`config.mk`:
```
export PLATFORM = sky130hd
export DESIGN_NAME = dtpc_timer_pair
export DESIGN_NICKNAME = d
export VERILOG_FILES = /design/src/inc/dtpc_pkg.sv /design/src/hdl/dtpc_timer_pair.sv /design/src/hdl/dtpc_prescaler.sv
export SDC_FILE = /design/constraint.sdc
export NUM_CORES = 1
export LEC_CHECK = 0
export ABC_AREA = 0
export BUFFER_PORTS_ARGS = -buffer_cell sky130_fd_sc_hd__clkbuf_2
export CORE_MARGIN = 1
export CORE_UTILIZATION = 42
export DETAILED_ROUTE_END_ITERATION = 8
export GPL_ROUTABILITY_DRIVEN = 0
export RECOVER_POWER = 100
export SLEW_MARGIN = 20
export SYNTH_ARGS = -nofsm -noshare
export SYNTH_HDL_FRONTEND = slang
export SYNTH_SLANG_ARGS = --single-unit
```
`constraint.sdc`:
```
create_clock -name clock -period 3.3 [get_ports clock]
set_input_delay 0.66 -clock clock [delete_from_list [all_inputs] [get_ports clock]]
set_output_delay 0.66 -clock clock [all_outputs]
set_load 0.05 [all_outputs]
```
`src/inc/dtpc_pkg.sv`:
```
package dtpc_pkg;
  localparam int          ADDR_W        = 3;
  localparam int          DATA_W        = 16;
  localparam int          PS_W          = 8;
  // register offsets
  localparam logic [2:0]  OFF_CTL_LO    = 3'h0;
  localparam logic [2:0]  OFF_CTL_HI    = 3'h1;
  localparam logic [2:0]  OFF_PER_LO    = 3'h2;
  localparam logic [2:0]  OFF_PER_HI    = 3'h3;
  localparam logic [2:0]  OFF_CNT_LO    = 3'h4;
  localparam logic [2:0]  OFF_CNT_HI    = 3'h5;
  localparam logic [2:0]  OFF_STATUS    = 3'h6;
  // control field positions
  localparam int          RUN_BIT       = 15;
  localparam int          IDLE_BIT      = 13;
  localparam int          GATE_BIT      = 6;
  localparam int          PS_MSB        = 5;
  localparam int          PS_LSB        = 4;
  localparam int          PAIR_BIT      = 3;
  localparam int          CS_BIT        = 1;
  // status field positions
  localparam int          FLAG_LO_BIT   = 0;
  localparam int          FLAG_HI_BIT   = 1;
  // implemented bit masks and reset values
  localparam logic [15:0] CTL_LO_MASK   = 16'hA07A;
  localparam logic [15:0] CTL_HI_MASK   = 16'hA072;
  localparam logic [15:0] STATUS_MASK   = 16'h0003;
  localparam logic [15:0] CTL_RESET     = 16'h0000;
  localparam logic [15:0] PER_RESET     = 16'hFFFF;
  localparam logic [15:0] CNT_RESET     = 16'h0000;
  localparam logic [15:0] WORD_MAX      = 16'hFFFF;
  // prescale codes and terminal counts (ratio minus one)
  localparam logic [1:0]  PS_CODE_1     = 2'h0;
  localparam logic [1:0]  PS_CODE_8     = 2'h1;
  localparam logic [1:0]  PS_CODE_64    = 2'h2;
  localparam logic [1:0]  PS_CODE_256   = 2'h3;
  localparam logic [7:0]  PS_TERM_1     = 8'h00;
  localparam logic [7:0]  PS_TERM_8     = 8'h07;
  localparam logic [7:0]  PS_TERM_64    = 8'h3F;
  localparam logic [7:0]  PS_TERM_256   = 8'hFF;
endpackage : dtpc_pkg

```
`src/hdl/dtpc_timer_pair.sv`:
```
// The address map and strobed register access are this design's own decisions.
`timescale 1ns/1ns
module dtpc_timer_pair
  import dtpc_pkg::*;
(
  input  wire logic              clock,     // peripheral clock, 10 MHz
  input  wire logic              rstn,      // async reset, active low
  input  wire logic              clkEn,     // freezes all state while low
  input  wire logic              idleMode,  // device is in Idle, same clock domain
  input  wire logic              extPinLo,  // lower external count/gate pin
  input  wire logic              extPinHi,  // upper external count/gate pin
  input  wire logic [ADDR_W-1:0] addr,      // register address
  input  wire logic [DATA_W-1:0] wrData,    // register write data
  input  wire logic              wrStb,     // write strobe
  input  wire logic              rdStb,     // read strobe
  output logic      [DATA_W-1:0] rdData,    // read data, cycle after strobe
  output logic                   flagLo,    // lower interrupt flag
  output logic                   flagHi     // upper interrupt flag
);
  // registers
  logic [15:0] ctlLo_q;
  logic [15:0] ctlHi_q;
  logic [15:0] perLo_q;
  logic [15:0] perHi_q;
  logic [15:0] cntLo_q;
  logic [15:0] cntHi_q;
  logic        flagLo_q;
  logic        flagHi_q;
  logic [15:0] rdData_q;

  // pin synchronisers and edge history
  logic        pinLoS1_q;
  logic        pinLoS2_q;
  logic        pinLoS3_q;
  logic        pinHiS1_q;
  logic        pinHiS2_q;
  logic        pinHiS3_q;

  // decoded controls
  logic        pair;
  logic        runLo;
  logic        runHi;
  logic        gatedLo;
  logic        gatedHi;
  logic        tickLo;
  logic        tickHi;
  logic        stepLo;
  logic        stepHi;
  logic        riseLo;
  logic        riseHi;
  logic        fallLo;
  logic        fallHi;
  logic        gateFallLo;
  logic        gateFallHi;
  logic        matchLo;
  logic        matchHi;
  logic        match32;
  logic        setLo;
  logic        setHi;
  logic        clrLo;
  logic        clrHi;
  logic        wrCntLo;
  logic        wrCntHi;

  assign pair = ctlLo_q[PAIR_BIT];

  // lower controls always drive the low word; they also govern the pair
  assign runLo = ctlLo_q[RUN_BIT] && !(idleMode && ctlLo_q[IDLE_BIT]);
  // the upper control is dead while paired
  assign runHi = !pair && ctlHi_q[RUN_BIT] && !(idleMode && ctlHi_q[IDLE_BIT]);

  assign gatedLo = ctlLo_q[GATE_BIT] && !ctlLo_q[CS_BIT];
  assign gatedHi = ctlHi_q[GATE_BIT] && !ctlHi_q[CS_BIT];

  // two flops on each pin before any edge or level logic looks at it
  always_ff @(posedge clock or negedge rstn) begin
    if (!rstn) begin
      pinLoS1_q <= 1'b0;
      pinLoS2_q <= 1'b0;
      pinLoS3_q <= 1'b0;
      pinHiS1_q <= 1'b0;
      pinHiS2_q <= 1'b0;
      pinHiS3_q <= 1'b0;
    end else if (clkEn) begin
      pinLoS1_q <= extPinLo;
      pinLoS2_q <= pinLoS1_q;
      pinLoS3_q <= pinLoS2_q;
      pinHiS1_q <= extPinHi;
      pinHiS2_q <= pinHiS1_q;
      pinHiS3_q <= pinHiS2_q;
    end
  end

  assign riseLo = pinLoS2_q && !pinLoS3_q;
  assign riseHi = pinHiS2_q && !pinHiS3_q;
  assign fallLo = !pinLoS2_q && pinLoS3_q;
  assign fallHi = !pinHiS2_q && pinHiS3_q;

  // external source counts pin rising edges; gated internal counts while pin high
  assign tickLo = ctlLo_q[CS_BIT] ? riseLo : (gatedLo ? pinLoS2_q : 1'b1);
  assign tickHi = ctlHi_q[CS_BIT] ? riseHi : (gatedHi ? pinHiS2_q : 1'b1);

  assign gateFallLo = clkEn && runLo && gatedLo && fallLo;
  assign gateFallHi = clkEn && runHi && gatedHi && fallHi;

  dtpc_prescaler u_presc_lo (
    .clock  (clock),
    .rstn   (rstn),
    .clkEn  (clkEn),
    .run    (runLo),
    .tick   (tickLo),
    .psCode (ctlLo_q[PS_MSB:PS_LSB]),
    .step   (stepLo)
  );

  dtpc_prescaler u_presc_hi (
    .clock  (clock),
    .rstn   (rstn),
    .clkEn  (clkEn),
    .run    (runHi),
    .tick   (tickHi),
    .psCode (ctlHi_q[PS_MSB:PS_LSB]),
    .step   (stepHi)
  );

  assign matchLo = (cntLo_q == perLo_q);
  assign matchHi = (cntHi_q == perHi_q);
  assign match32 = ({cntHi_q, cntLo_q} == {perHi_q, perLo_q});

  assign wrCntLo = clkEn && wrStb && (addr == OFF_CNT_LO);
  assign wrCntHi = clkEn && wrStb && (addr == OFF_CNT_HI);

  // control and period registers
  always_ff @(posedge clock or negedge rstn) begin
    if (!rstn) begin
      ctlLo_q <= CTL_RESET;
      ctlHi_q <= CTL_RESET;
      perLo_q <= PER_RESET;
      perHi_q <= PER_RESET;
    end else if (clkEn && wrStb) begin
      unique case (addr)
        OFF_CTL_LO: ctlLo_q <= wrData & CTL_LO_MASK;
        OFF_CTL_HI: ctlHi_q <= wrData & CTL_HI_MASK;
        OFF_PER_LO: perLo_q <= wrData;
        OFF_PER_HI: perHi_q <= wrData;
        default:    ;
      endcase
    end
  end

  // low word counter; software write beats a step in the same cycle
  always_ff @(posedge clock or negedge rstn) begin
    if (!rstn) begin
      cntLo_q <= CNT_RESET;
    end else if (wrCntLo) begin
      cntLo_q <= wrData;
    end else if (stepLo) begin
      if (pair ? match32 : matchLo) begin
        cntLo_q <= CNT_RESET;
      end else begin
        cntLo_q <= cntLo_q + 16'h0001;
      end
    end
  end

  // high word counter: carry from the low word when paired, own step otherwise
  always_ff @(posedge clock or negedge rstn) begin
    if (!rstn) begin
      cntHi_q <= CNT_RESET;
    end else if (wrCntHi) begin
      cntHi_q <= wrData;
    end else if (pair) begin
      if (stepLo) begin
        if (match32) begin
          cntHi_q <= CNT_RESET;
        end else if (cntLo_q == WORD_MAX) begin
          cntHi_q <= cntHi_q + 16'h0001;
        end
      end
    end else if (stepHi) begin
      cntHi_q <= matchHi ? CNT_RESET : cntHi_q + 16'h0001;
    end
  end

  // flag sources; a paired match lands only on the upper flag
  assign setLo = !pair && ((stepLo && matchLo) || gateFallLo);
  assign setHi = pair ? ((stepLo && match32) || gateFallLo)
                      : ((stepHi && matchHi) || gateFallHi);

  assign clrLo = wrStb && (addr == OFF_STATUS) && wrData[FLAG_LO_BIT];
  assign clrHi = wrStb && (addr == OFF_STATUS) && wrData[FLAG_HI_BIT];

  // write one to clear; a set in the same cycle wins so no event is lost
  always_ff @(posedge clock or negedge rstn) begin
    if (!rstn) begin
      flagLo_q <= 1'b0;
      flagHi_q <= 1'b0;
    end else if (clkEn) begin
      flagLo_q <= setLo || (flagLo_q && !clrLo);
      flagHi_q <= setHi || (flagHi_q && !clrHi);
    end
  end

  // read path; unmapped offsets return zero
  always_ff @(posedge clock or negedge rstn) begin
    if (!rstn) begin
      rdData_q <= 16'h0000;
    end else if (clkEn) begin
      if (rdStb) begin
        unique case (addr)
          OFF_CTL_LO: rdData_q <= ctlLo_q & CTL_LO_MASK;
          OFF_CTL_HI: rdData_q <= ctlHi_q & CTL_HI_MASK;
          OFF_PER_LO: rdData_q <= perLo_q;
          OFF_PER_HI: rdData_q <= perHi_q;
          OFF_CNT_LO: rdData_q <= cntLo_q;
          OFF_CNT_HI: rdData_q <= cntHi_q;
          OFF_STATUS: rdData_q <= {14'h0000, flagHi_q, flagLo_q};
          default:    rdData_q <= 16'h0000;
        endcase
      end else begin
        rdData_q <= 16'h0000;
      end
    end
  end

  assign rdData = rdData_q;
  assign flagLo = flagLo_q;
  assign flagHi = flagHi_q;

  a_lo_run_stop: assert property (
    @(posedge clock) disable iff (!rstn)
    (!pair && !ctlLo_q[RUN_BIT] && !wrCntLo) |=> $stable(cntLo_q))
    else $error("lower timer moved while stopped");

  a_pair_run_stop: assert property (
    @(posedge clock) disable iff (!rstn)
    (pair && !ctlLo_q[RUN_BIT] && !wrCntLo && !wrCntHi)
      |=> ($stable(cntLo_q) && $stable(cntHi_q)))
    else $error("paired timer moved while stopped");

  a_idle_halt: assert property (
    @(posedge clock) disable iff (!rstn)
    (idleMode && ctlLo_q[IDLE_BIT] && !wrCntLo) |=> $stable(cntLo_q))
    else $error("lower timer counted in Idle with halt set");

  a_ext_no_gate: assert property (
    @(posedge clock) disable iff (!rstn)
    ctlLo_q[CS_BIT] |-> (!gatedLo && !gateFallLo))
    else $error("gate active with external clock");

  a_pair_ignores_hi: assert property (
    @(posedge clock) disable iff (!rstn)
    pair |-> (!runHi && !stepHi))
    else $error("upper control acted while paired");

  a_wrap_flag: assert property (
    @(posedge clock) disable iff (!rstn)
    (stepLo && !pair && matchLo && !wrCntLo) |=> (cntLo_q == CNT_RESET && flagLo_q))
    else $error("lower timer did not wrap and flag at period");

  a_pair_lo_flag: assert property (
    @(posedge clock) disable iff (!rstn)
    (pair && stepLo && match32) |=> (flagHi_q && !$rose(flagLo_q)))
    else $error("paired period match flagged the wrong timer");

  a_pair_carry: assert property (
    @(posedge clock) disable iff (!rstn)
    (pair && stepLo && !match32 && cntLo_q == WORD_MAX && !wrCntLo && !wrCntHi)
      |=> (cntLo_q == CNT_RESET && cntHi_q == $past(cntHi_q) + 16'h0001))
    else $error("low word carry not passed to high word");

  a_gate_fall: assert property (
    @(posedge clock) disable iff (!rstn)
    (gateFallLo && !pair) |=> flagLo_q)
    else $error("gate falling edge did not flag");

  a_read_zero: assert property (
    @(posedge clock) disable iff (!rstn)
    (clkEn && rdStb && addr == OFF_CTL_LO) |=> ((rdData & ~CTL_LO_MASK) == 16'h0000))
    else $error("unimplemented control bits read nonzero");

  a_pair_mode: assert property (
    @(posedge clock) disable iff (!rstn)
    (clkEn && wrStb && addr == OFF_CTL_LO && wrData[PAIR_BIT]) |=> pair)
    else $error("pair cascade bit did not take effect");

  a_ext_source: assert property (
    @(posedge clock) disable iff (!rstn)
    (ctlLo_q[CS_BIT] && !riseLo) |-> !stepLo)
    else $error("external source stepped without a pin edge");

  a_hi_ctl_reset: assert property (
    @(posedge clock) disable iff (!rstn)
    ((ctlHi_q & ~CTL_HI_MASK) == 16'h0000))
    else $error("upper control holds unimplemented bits");

  a_hi_run_stop: assert property (
    @(posedge clock) disable iff (!rstn)
    (!pair && !ctlHi_q[RUN_BIT] && !wrCntHi) |=> $stable(cntHi_q))
    else $error("upper timer moved while stopped");

  a_hi_wrap_flag: assert property (
    @(posedge clock) disable iff (!rstn)
    (stepHi && !pair && matchHi && !wrCntHi) |=> (cntHi_q == CNT_RESET && flagHi_q))
    else $error("upper timer did not wrap and flag at period");

  a_hi_gate_fall: assert property (
    @(posedge clock) disable iff (!rstn)
    (gateFallHi && !pair) |=> flagHi_q)
    else $error("upper gate falling edge did not flag");

  a_hi_ext_source: assert property (
    @(posedge clock) disable iff (!rstn)
    (ctlHi_q[CS_BIT] && !riseHi) |-> !stepHi)
    else $error("upper external source stepped without a pin edge");

  a_gate_low_hold: assert property (
    @(posedge clock) disable iff (!rstn)
    (gatedLo && !pinLoS2_q) |-> !stepLo)
    else $error("gated timer stepped with gate low");

  a_pair_idle_halt: assert property (
    @(posedge clock) disable iff (!rstn)
    (pair && idleMode && ctlLo_q[IDLE_BIT] && !wrCntLo && !wrCntHi)
      |=> ($stable(cntLo_q) && $stable(cntHi_q)))
    else $error("paired timer counted in Idle with halt set");

  // enable low must freeze both counts, the lower control and the upper flag, a strobe on the bus included
  a_enable_freeze: assert property (
    @(posedge clock) disable iff (!rstn)
    !clkEn |=> ($stable(cntLo_q) && $stable(cntHi_q)
                && $stable(ctlLo_q) && $stable(flagHi_q)))
    else $error("state changed with clock enable low");

  a_read_idle_zero: assert property (
    @(posedge clock) disable iff (!rstn)
    (clkEn && !rdStb) |=> (rdData == 16'h0000))
    else $error("read data stood beyond its cycle");

  a_lo_flag_clear: assert property (
    @(posedge clock) disable iff (!rstn)
    (clkEn && clrLo && !setLo) |=> !flagLo_q)
    else $error("lower flag did not clear");

  a_write_beats_step: assert property (
    @(posedge clock) disable iff (!rstn)
    wrCntLo |=> (cntLo_q == $past(wrData)))
    else $error("count write lost to a step");

endmodule : dtpc_timer_pair

```
`src/hdl/dtpc_prescaler.sv`:
```
`timescale 1ns/1ns
module dtpc_prescaler
  import dtpc_pkg::*;
(
  input  wire logic       clock,   // system clock
  input  wire logic       rstn,    // async reset, active low
  input  wire logic       clkEn,   // freezes state while low
  input  wire logic       run,     // timer allowed to advance
  input  wire logic       tick,    // one source tick
  input  wire logic [1:0] psCode,  // prescale select
  output logic            step     // one prescaled tick
);
  logic [PS_W-1:0] cnt_q;
  logic [PS_W-1:0] term;

  always_comb begin
    unique case (psCode)
      PS_CODE_1:   term = PS_TERM_1;
      PS_CODE_8:   term = PS_TERM_8;
      PS_CODE_64:  term = PS_TERM_64;
      PS_CODE_256: term = PS_TERM_256;
    endcase
  end

  assign step = clkEn && run && tick && (cnt_q >= term);

  // stopped timer drops its partial prescale so a restart begins a full period
  always_ff @(posedge clock or negedge rstn) begin
    if (!rstn) begin
      cnt_q <= '0;
    end else if (clkEn) begin
      if (!run) begin
        cnt_q <= '0;
      end else if (tick) begin
        cnt_q <= (cnt_q >= term) ? '0 : cnt_q + 8'h01;
      end
    end
  end

  a_div_eight: assert property (
    @(posedge clock) disable iff (!rstn)
    (step && psCode == PS_CODE_8) |=> (!step || psCode != PS_CODE_8)[*7])
    else $error("divide by 8 stepped early");

endmodule : dtpc_prescaler

```
**After elaboration in Yosys (flattened, before gate mapping)**

Index checks and enable logic that the tools add are counted.

- Eq/ne operators: 20
- Add/sub/neg operators: 4
- $lt $le $gt $ge: 2
- Reductions and logical operators: 61
- Multiplexer cells: 26

Operator list:

| operator | count |
|---|---|
| 2-to-1 mux 16 bit | 11 |
| case mux 16 bit (7 select lines) | 1 |
| case mux 8 bit (4 select lines) | 2 |
| 2-to-1 mux 8 bit | 6 |
| logical AND 1 bit | 33 |
| adder 16 x 1 -> 16 bit, second input constant | 2 |
| equality test 16 bit | 2 |
| equality test 32 bit | 1 |
| adder 8 x 1 -> 8 bit, second input constant | 2 |
| equality test 16 bit, second input constant | 1 |
| >= comparator 8 bit | 2 |
| AND reduction 2 bit | 6 |
| zero test 1 bit | 11 |
| equality test 3 bit, second input constant | 3 |
| equality test 2 bit, second input constant | 4 |
| equality test 3 x 2 -> 1 bit, second input constant | 2 |
| 2-to-1 mux 1 bit | 6 |
| logical OR 1 bit | 5 |
| equality test 2 x 1 -> 1 bit, second input constant | 2 |
| zero test 2 bit | 2 |
| inequality test 2 bit, second input constant | 2 |
| inequality test 4 x 1 -> 1 bit, second input constant | 1 |
| equality test 3 x 1 -> 1 bit, second input constant | 1 |
| zero test 3 bit | 1 |
| 4 further kinds | 4 |

- Output and inout bits: 18
- Input port bits: 27
- Register bits: 117
- Logic and storage cells: 130

**Longest topological paths before layout**

Gate-level depths: netlist of run 1.

- Depth in word-level cells: 10
- Gate-level depth with buffers: 9
- Gate-level depth less buffers: 8

**By module**

From an unflattened synthesis of run 1, not the netlist that was laid out.

- Cell total of the unflattened synthesis: 766
- Area total of the unflattened synthesis: 7315.8 µm²

By module, submodules not included:

| module | times used | cells an instance | area an instance (µm²) | seq. area each (µm²) |
|---|---|---|---|---|
| dtpc_timer_pair | 1 | 596 | 5921.9 | 2567.5 |
| dtpc_prescaler | 2 | 85 | 696.9 | 200.2 |

**Worst setup path before layout of run 1**

Ideal clock, no wire load.

- Path kind: register to register
- Start point: register ctlLo_q[5]
- End point: register cntHi_q[7]
- Library setup time: 0.124 ns
- Clock period less this slack: 2.431 ns
- Setup slack: 0.869 ns
- Data required time: 3.176 ns
- Path buffers: 1
- Stages on the path, launching flop included: 10
- Arrival time: 2.307 ns
- Cell sequence: dfrtp_1 nand2_1 ha_1 and4_1 and2_1 a211o_1 a32o_1 buf_2 and4_1 a211o_1

- Longest elaborated chain between the ends: 6
- Elaborated cells on any way between the ends: 9
- Classes of those cells: order compare (1); eq/ne (4); mux (1); reduce/logical (3)

Ends and longest elaborated chain:

| element | RTL line | source |
|---|---|---|
| start, declared | dtpc_timer_pair.sv:21 | `logic [15:0] ctlLo_q;` |
| start signal, assigned | dtpc_timer_pair.sv:142 | `OFF_CTL_LO: ctlLo_q <= wrData & CTL_LO_MASK;` |
| equality test 2 bit, or another cell as far along | dtpc_prescaler.sv:17 | `unique case (psCode)` |
| case mux 8 bit (4 select lines) (*) | dtpc_prescaler.sv:17 |  |
| >= comparator 8 bit (*) | dtpc_prescaler.sv:25 | `assign step = clkEn && run && tick && (cnt_q >= term);` |
| logical AND 1 bit (*) | dtpc_prescaler.sv:25 |  |
| inequality test 3 x 1 -> 1 bit (no source line) (*) | n/a |  |
| AND reduction 3 bit (no source line) (*) | n/a |  |
| end signal, assigned | dtpc_timer_pair.sv:171 | `cntHi_q <= wrData;` |
| end signal, assigned | dtpc_timer_pair.sv:177 | `cntHi_q <= cntHi_q + 16'h0001;` |
| end signal, assigned | dtpc_timer_pair.sv:181 | `cntHi_q <= matchHi ? CNT_RESET : cntHi_q + 16'h0001;` |
| end, declared | dtpc_timer_pair.sv:26 | `logic [15:0] cntHi_q;` |

Mark *: on every way between the ends. The rest lies on a longest branch, timed or not.
A chain may end at the register's enable or synchronous reset.

**Worst setup path in the final report of run 1**

- Start point: register ctlLo_q[5]
- End point: register cntHi_q[4]

Same word-level chain as after synthesis.

==> results of run 1 <==
==> report_power, final <==
part,internal (W),total (W),switching (W)
logic,0.000518,0.00116,0.000638
registers,0.00174,0.00209,0.000350
clock network,0.00120,0.00186,0.000659
==> final timing paths <==
check	cells past startpoint	start	to	slack, ps
setup / recovery	8	ctlLo_q[5]$_DFFE_PN0P_	cntHi_q[4]$_DFFE_PN0P_	400
hold / removal	2	extPinLo	pinLoS1_q$_DFFE_PN0P_	470
setup reg to reg	8	ctlLo_q[5]$_DFFE_PN0P_	cntHi_q[4]$_DFFE_PN0P_	400
hold reg to reg	1	rdData[2]$_DFFE_PN0P_	rdData[2]$_DFFE_PN0P_	500
max in group asynchronous	2	rstn	flagHi$_DFFE_PN0P_	750
min in group asynchronous	1	rstn	pinHiS1_q$_DFFE_PN0P_	640
==> placed cells by master, fill, tap and decap left out, types with 17 or more instances in the layout <==
| cell type | n |
|---|---|
| clkbuf_16 | 17 |
| clkbuf_2 | 26 |
| dfrtp_1 | 85 |
| nor2_1 | 46 |
| inv_1 | 29 |
| dfstp_2 | 32 |
| mux2_2 | 55 |
| xnor2_1 | 31 |
| nand2_1 | 48 |
| a21oi_1 | 32 |
| o21ai_0 | 32 |
| nand3_1 | 25 |
| clkbuf_1 | 28 |
==> stage by stage <==
stage / hold slack [ps] / instance area (sq um) / power, W
CTS: 357 / 8230 / 0.00513
detailed placement: 481 / 7640 / 0.00326
global placement: 484 / 7640 / 0.00322
finish: 474 / 8160 / 0.00510
global route: 463 / 8160 / 0.00533
floorplan: 364 / 7170 / 0.00286
==> kinds of logic after synthesis <==
| logic type | count (synthesis) | share of synthesized area |
|---|---|---|
| AO/OA/AOI/OAI | 185 | 0.187 |
| flip-flops | 117 | 0.414 |
| buffers and inverters | 70 | 0.0445 |
| multiplexers | 73 | 0.117 |
| AND/OR/NAND/NOR | 222 | 0.168 |
| adder cells (fa/ha/maj) | 16 | 0.0279 |
| XOR/XNOR | 34 | 0.0426 |
==> per-layer routing <==
metal  global-route usage  vias to the layer above  wire (um)
li1                     -                     2781          -
met1                0.364                     3057       9600
met2                0.402                      272      10000
met3               0.0506                       46       1480
met4                0.105                        0        606
met5                    0                        -          0
==> state kept, by name, summed over array words and instances (netlist names) <==
signal            flops
pinHiS1_q             1
pinLoS2_q             1
u_presc_lo.cnt_q      8
pinHiS3_q             1
pinHiS2_q             1
ctlLo_q               7
ctlHi_q               6
flagHi                1
u_presc_hi.cnt_q      8
perHi_q              16
rdData               16
cntHi_q              16
cntLo_q              16
perLo_q              16
pinLoS1_q             1
pinLoS3_q             1
flagLo                1
==> worst max-delay path, cell delays in order (launching register included) <==
cell     delay (ps)
dfrtp_1         440
nand2_1         110
ha_1            310
and4_1          230
and2_0          170
a211o_1         400
a32o_1          450
a21oi_1         490
a211o_1         210
==> area by class of cell <==
cell class              instances  area share
clock buffers                  22      0.0557
clock inverters                10      0.0160
inverters                      30      0.0138
multi-input cells             530       0.475
flip-flops and latches        117       0.364
well taps                     220      0.0337
repair buffers                 66      0.0417
==> results.json, run 1 <==
{
  "core.rowCount": 47,
  "fin_skew_ps": 8.88,
  "fmax_mhz": 345,
  "vias": 6156,
  "crit_required_ps": 3660,
  "syn_to_final_growth_pct": 13.7,
  "ys_warn_count": 0,
  "maxCapViolations": 1,
  "grt_max_degree": 62,
  "synth.area.top_cells": "dfrtp_1 (30%), dfstp_2 (12%), mux2_2 (8.6%)",
  "vias_per_cell": 6.19,
  "slew_headroom": -0.0587,
  "setup_violations": 0,
  "antenna_found_initial": 0,
  "finalHoldViolCount": 0,
  "final_core_util": 0.490,
  "post_cts_buffers": 0,
  "endpoint_kind": "flop",
  "placed_cells": 963,
  "firstDrtPassIters": 5,
  "grt_pass1_vias": 6124,
  "multi_input_comb_area_sq_um": 3880,
  "ant_nets": 0,
  "clk_pin_slew_ps": 60,
  "core_sq_um": 16600,
  "critical_path_class": "reg2reg",
  "routed_wl_um": 21700,
  "ctsLongestPathBuffers": 2,
  "finalCriticalPeriod_ps": 2900,
  "synth.distinct_cells": 73,
  "synth_area_sq_um": 7170,
  "synthDominantCellAreaShare": 0.296,
  "worst_pin_slew_ps": 1590,
  "synth_async_sr_flop_share": 1.00,
  "die_y_um": 133,
  "power_density_nw_per_um2": 626,
  "regArea_sq_um": 2970,
  "seq_area_frac_synth": 0.414,
  "clock_sink_count": 117,
  "place_ws_ps": 432,
  "synth_top_cells_by_count": "dfrtp_1 (85), mux2_2 (55), nand2_1 (48)",
  "dpl.hpwl_um": 15900,
  "drc_errors": 0,
  "nets": 805,
  "cts_tree": "yes",
  "timing.final.ws_setup_ps": 404,
  "cts_htree_levels": 4,
  "cts_root_buffer": "clkbuf_16",
  "clkLatencyLatePin_ps": 430,
  "start_util": 0.431,
  "fin_crit_sh": 0.877,
  "syn_inst": 717,
  "synth-edff-count": 0,
  "grt-ovfl-total": 0,
  "nFillCells": 1508,
  "synth_most_common_cell": "dfrtp_1",
  "antenna_cells": 0,
  "status": "finished, violations left",
  "avgSynthCellArea_sq_um": 10.0,
  "grt_setup_unrepaired": "false",
  "grt_usage": 0.262,
  "synth-seq-cells": 117,
  "ir_worst_vdd_mv": 0.374,
  "syn_nets": 760,
  "drive_gt1_frac": 0.230,
  "grt_pass1_wl_um": 35100,
  "synth_ff_type": "dfrtp_1",
  "hold_path_class": "in2reg",
  "critPathLaunchType": "flop",
  "cts_inserted_buffers": 17,
  "chipWidth_um": 133,
  "wl_per_cell_um": 21.8,
  "synth_top_area_cell": "dfrtp_1",
  "numPortBuffers": 44,
  "critPathArrivalTime_ps": 3250,
  "die-area_sq_um": 17600,
  "fin_setup_tns_ps": 0,
  "fin_cells": 995,
  "drv_slew": 62,
  "cts_resized": 0,
  "p_leak_nw": 3.34,
  "violations": "max-capacitance violations, max-slew violations",
  "ctsHoldBuffers": 0,
  "io_pins": 45,
  "drt-initial-drc-count": 658,
  "path_max_fanout": 12
}
(Power assumes the default switching activity.)
==> run 2, diff against run 1 <==
Settings changed: MAX_ROUTING_LAYER from default to met4.
==> run 2 against run 1 <==
- the flow still finishes with violations (max-capacitance violations, max-slew violations)
- via count fell by 1.0%
- routed wire length fell by 0.43%
- clock power barely moved
- worst hold slack got worse by 2.1 ps
- sequential power barely moved
- combinational power barely moved
- register-to-register slack improved by 30 ps
- critical endpoint unchanged
- largest power group unchanged
==> results.json, run 2 (synthesis gave the netlist of run 1 again) <==
{
  "cts_resized": 0,
  "numPortBuffers": 44,
  "drive_gt1_frac": 0.230,
  "fin_crit_sh": 0.868,
  "cp-endpoint": "cntHi_q[4]$_DFFE_PN0P_",
  "fmax_mhz": 349,
  "violations": "max-capacitance violations, max-slew violations",
  "grt_max_degree": 62,
  "firstDrtPassIters": 5,
  "r2r-start": "ctlLo_q[5]$_DFFE_PN0P_",
  "antenna_found_initial": 0,
  "critical_path_class": "reg2reg",
  "r2r_end": "cntHi_q[4]$_DFFE_PN0P_",
  "power_density_nw_per_um2": 626,
  "worstRegToRegCells": 8,
  "maxCapViolations": 1,
  "grt_pass1_vias": 6111,
  "drt-initial-drc-count": 656,
  "hold_path_class": "in2reg",
  "dpl.hpwl_um": 15900,
  "grt_pass1_wl_um": 35100,
  "cts_tree": "yes",
  "clk_pin_slew_ps": 60,
  "vias_per_cell": 6.12,
  "crit_required_ps": 3660,
  "ctsHoldBuffers": 0,
  "finalHoldViolCount": 0,
  "place_ws_ps": 432,
  "wl_per_cell_um": 21.7,
  "grt_setup_unrepaired": "false",
  "p_leak_nw": 3.34,
  "critPathArrivalTime_ps": 3220,
  "nets": 805,
  "nFillCells": 1508,
  "post_cts_buffers": 0,
  "timing.final.ws_setup_ps": 436,
  "vias": 6094,
  "cts_root_buffer": "clkbuf_16",
  "path_max_fanout": 12,
  "ctsLongestPathBuffers": 2,
  "reg2reg_slack_ps": 440,
  "status": "finished, violations left",
  "grt_usage": 0.270,
  "worst_pin_slew_ps": 1600,
  "chipWidth_um": 133,
  "clkLatencyLatePin_ps": 430,
  "slew_headroom": -0.0660,
  "drc_errors": 0,
  "start_util": 0.431,
  "hp-start": "extPinLo",
  "syn_to_final_growth_pct": 13.7,
  "drv_slew": 62,
  "fin_skew_ps": 7.77,
  "crit_path_start": "ctlLo_q[5]$_DFFE_PN0P_",
  "cts_htree_levels": 4,
  "setup_violations": 0,
  "endpoint_kind": "flop",
  "antenna_cells": 0,
  "io_pins": 45,
  "clock_sink_count": 117,
  "mostFrequentLayoutCells": "dfrtp_1 (85), mux2_2 (55), nand2_1 (48)",
  "final_common_cell": "dfrtp_1",
  "die-area_sq_um": 17600,
  "cts_inserted_buffers": 17,
  "routed_wl_um": 21600,
  "fin_setup_tns_ps": 0,
  "ir_worst_vdd_mv": 0.374,
  "critPathLaunchType": "flop",
  "ant_nets": 0,
  "die_y_um": 133,
  "core_sq_um": 16600,
  "core.rowCount": 47,
  "finalCriticalPeriod_ps": 2860,
  "grt-ovfl-total": 0
}
## run 2: cell counts in the layout (fill, tap and decap cells not counted)
Identical to the previous run, type by type.
## run 2: final cells by class
cell class	instances	area, sq um	area share
sequential	117	2970	0.364
timing repair buffer	66	340	0.0417
inverter	30	113	0.0138
clock buffer	22	454	0.0557
tap	220	275	0.0337
clock inverter	10	130	0.0160
multi-input combinational	530	3880	0.475
## run 2: how the worst min path moves through the flow
stage | end | cells after the start
2_1_floorplan | cntHi_q[0]$_DFFE_PN0P_ | 0
3_3_place_gp | pinLoS2_q$_DFFE_PN0P_ | 1
3_5_place_dp | rdData[1]$_DFFE_PN0P_ | 1
4_1_cts | u_presc_hi.cnt_q[7]$_DFFE_PN0P_ | 1
5_1_grt | pinLoS1_q$_DFFE_PN0P_ | 2
6_report | pinLoS1_q$_DFFE_PN0P_ | 2
## run 2: where the power goes
group / internal [W] / total, W / switching (W)
clock network: 0.00120 / 0.00186 / 0.000662
registers: 0.00174 / 0.00209 / 0.000351
logic: 0.000518 / 0.00115 / 0.000636
## run 2: metrics by stage
| step | cells | utilization | hold slack (ps) | power [W] | area (sq um) |
|---|---|---|---|---|---|
| 2_1_floorplan | 717 | - | 364 | 0.00286 | 7170 |
| 3_3_place_gp | 963 | 0.459 | 484 | 0.00322 | 7640 |
| 3_5_place_dp | 963 | 0.459 | 481 | 0.00326 | 7640 |
| 4_1_cts | 995 | 0.494 | 357 | 0.00513 | 8230 |
| 5_1_grt | 995 | 0.490 | 466 | 0.00533 | 8160 |
| 6_report | 995 | 0.490 | 472 | 0.00510 | 8160 |
## run 2: metal layers
layer | vias to the layer above | routed length (um) | global-route usage
met5 | - | 0 | -
met3 | 40 | 1520 | 0.0464
met1 | 3030 | 9620 | 0.365
met4 | 0 | 573 | 0.107
met2 | 238 | 9910 | 0.401
li1 | 2786 | - | -
## run 2: critical path, stage by stage, from the launching register on
cell	delay, ps
dfrtp_1	440
nand2_1	110
ha_1	310
and4_1	220
and2_0	170
a211o_1	400
a32o_1	440
a21oi_1	480
a211o_1	210
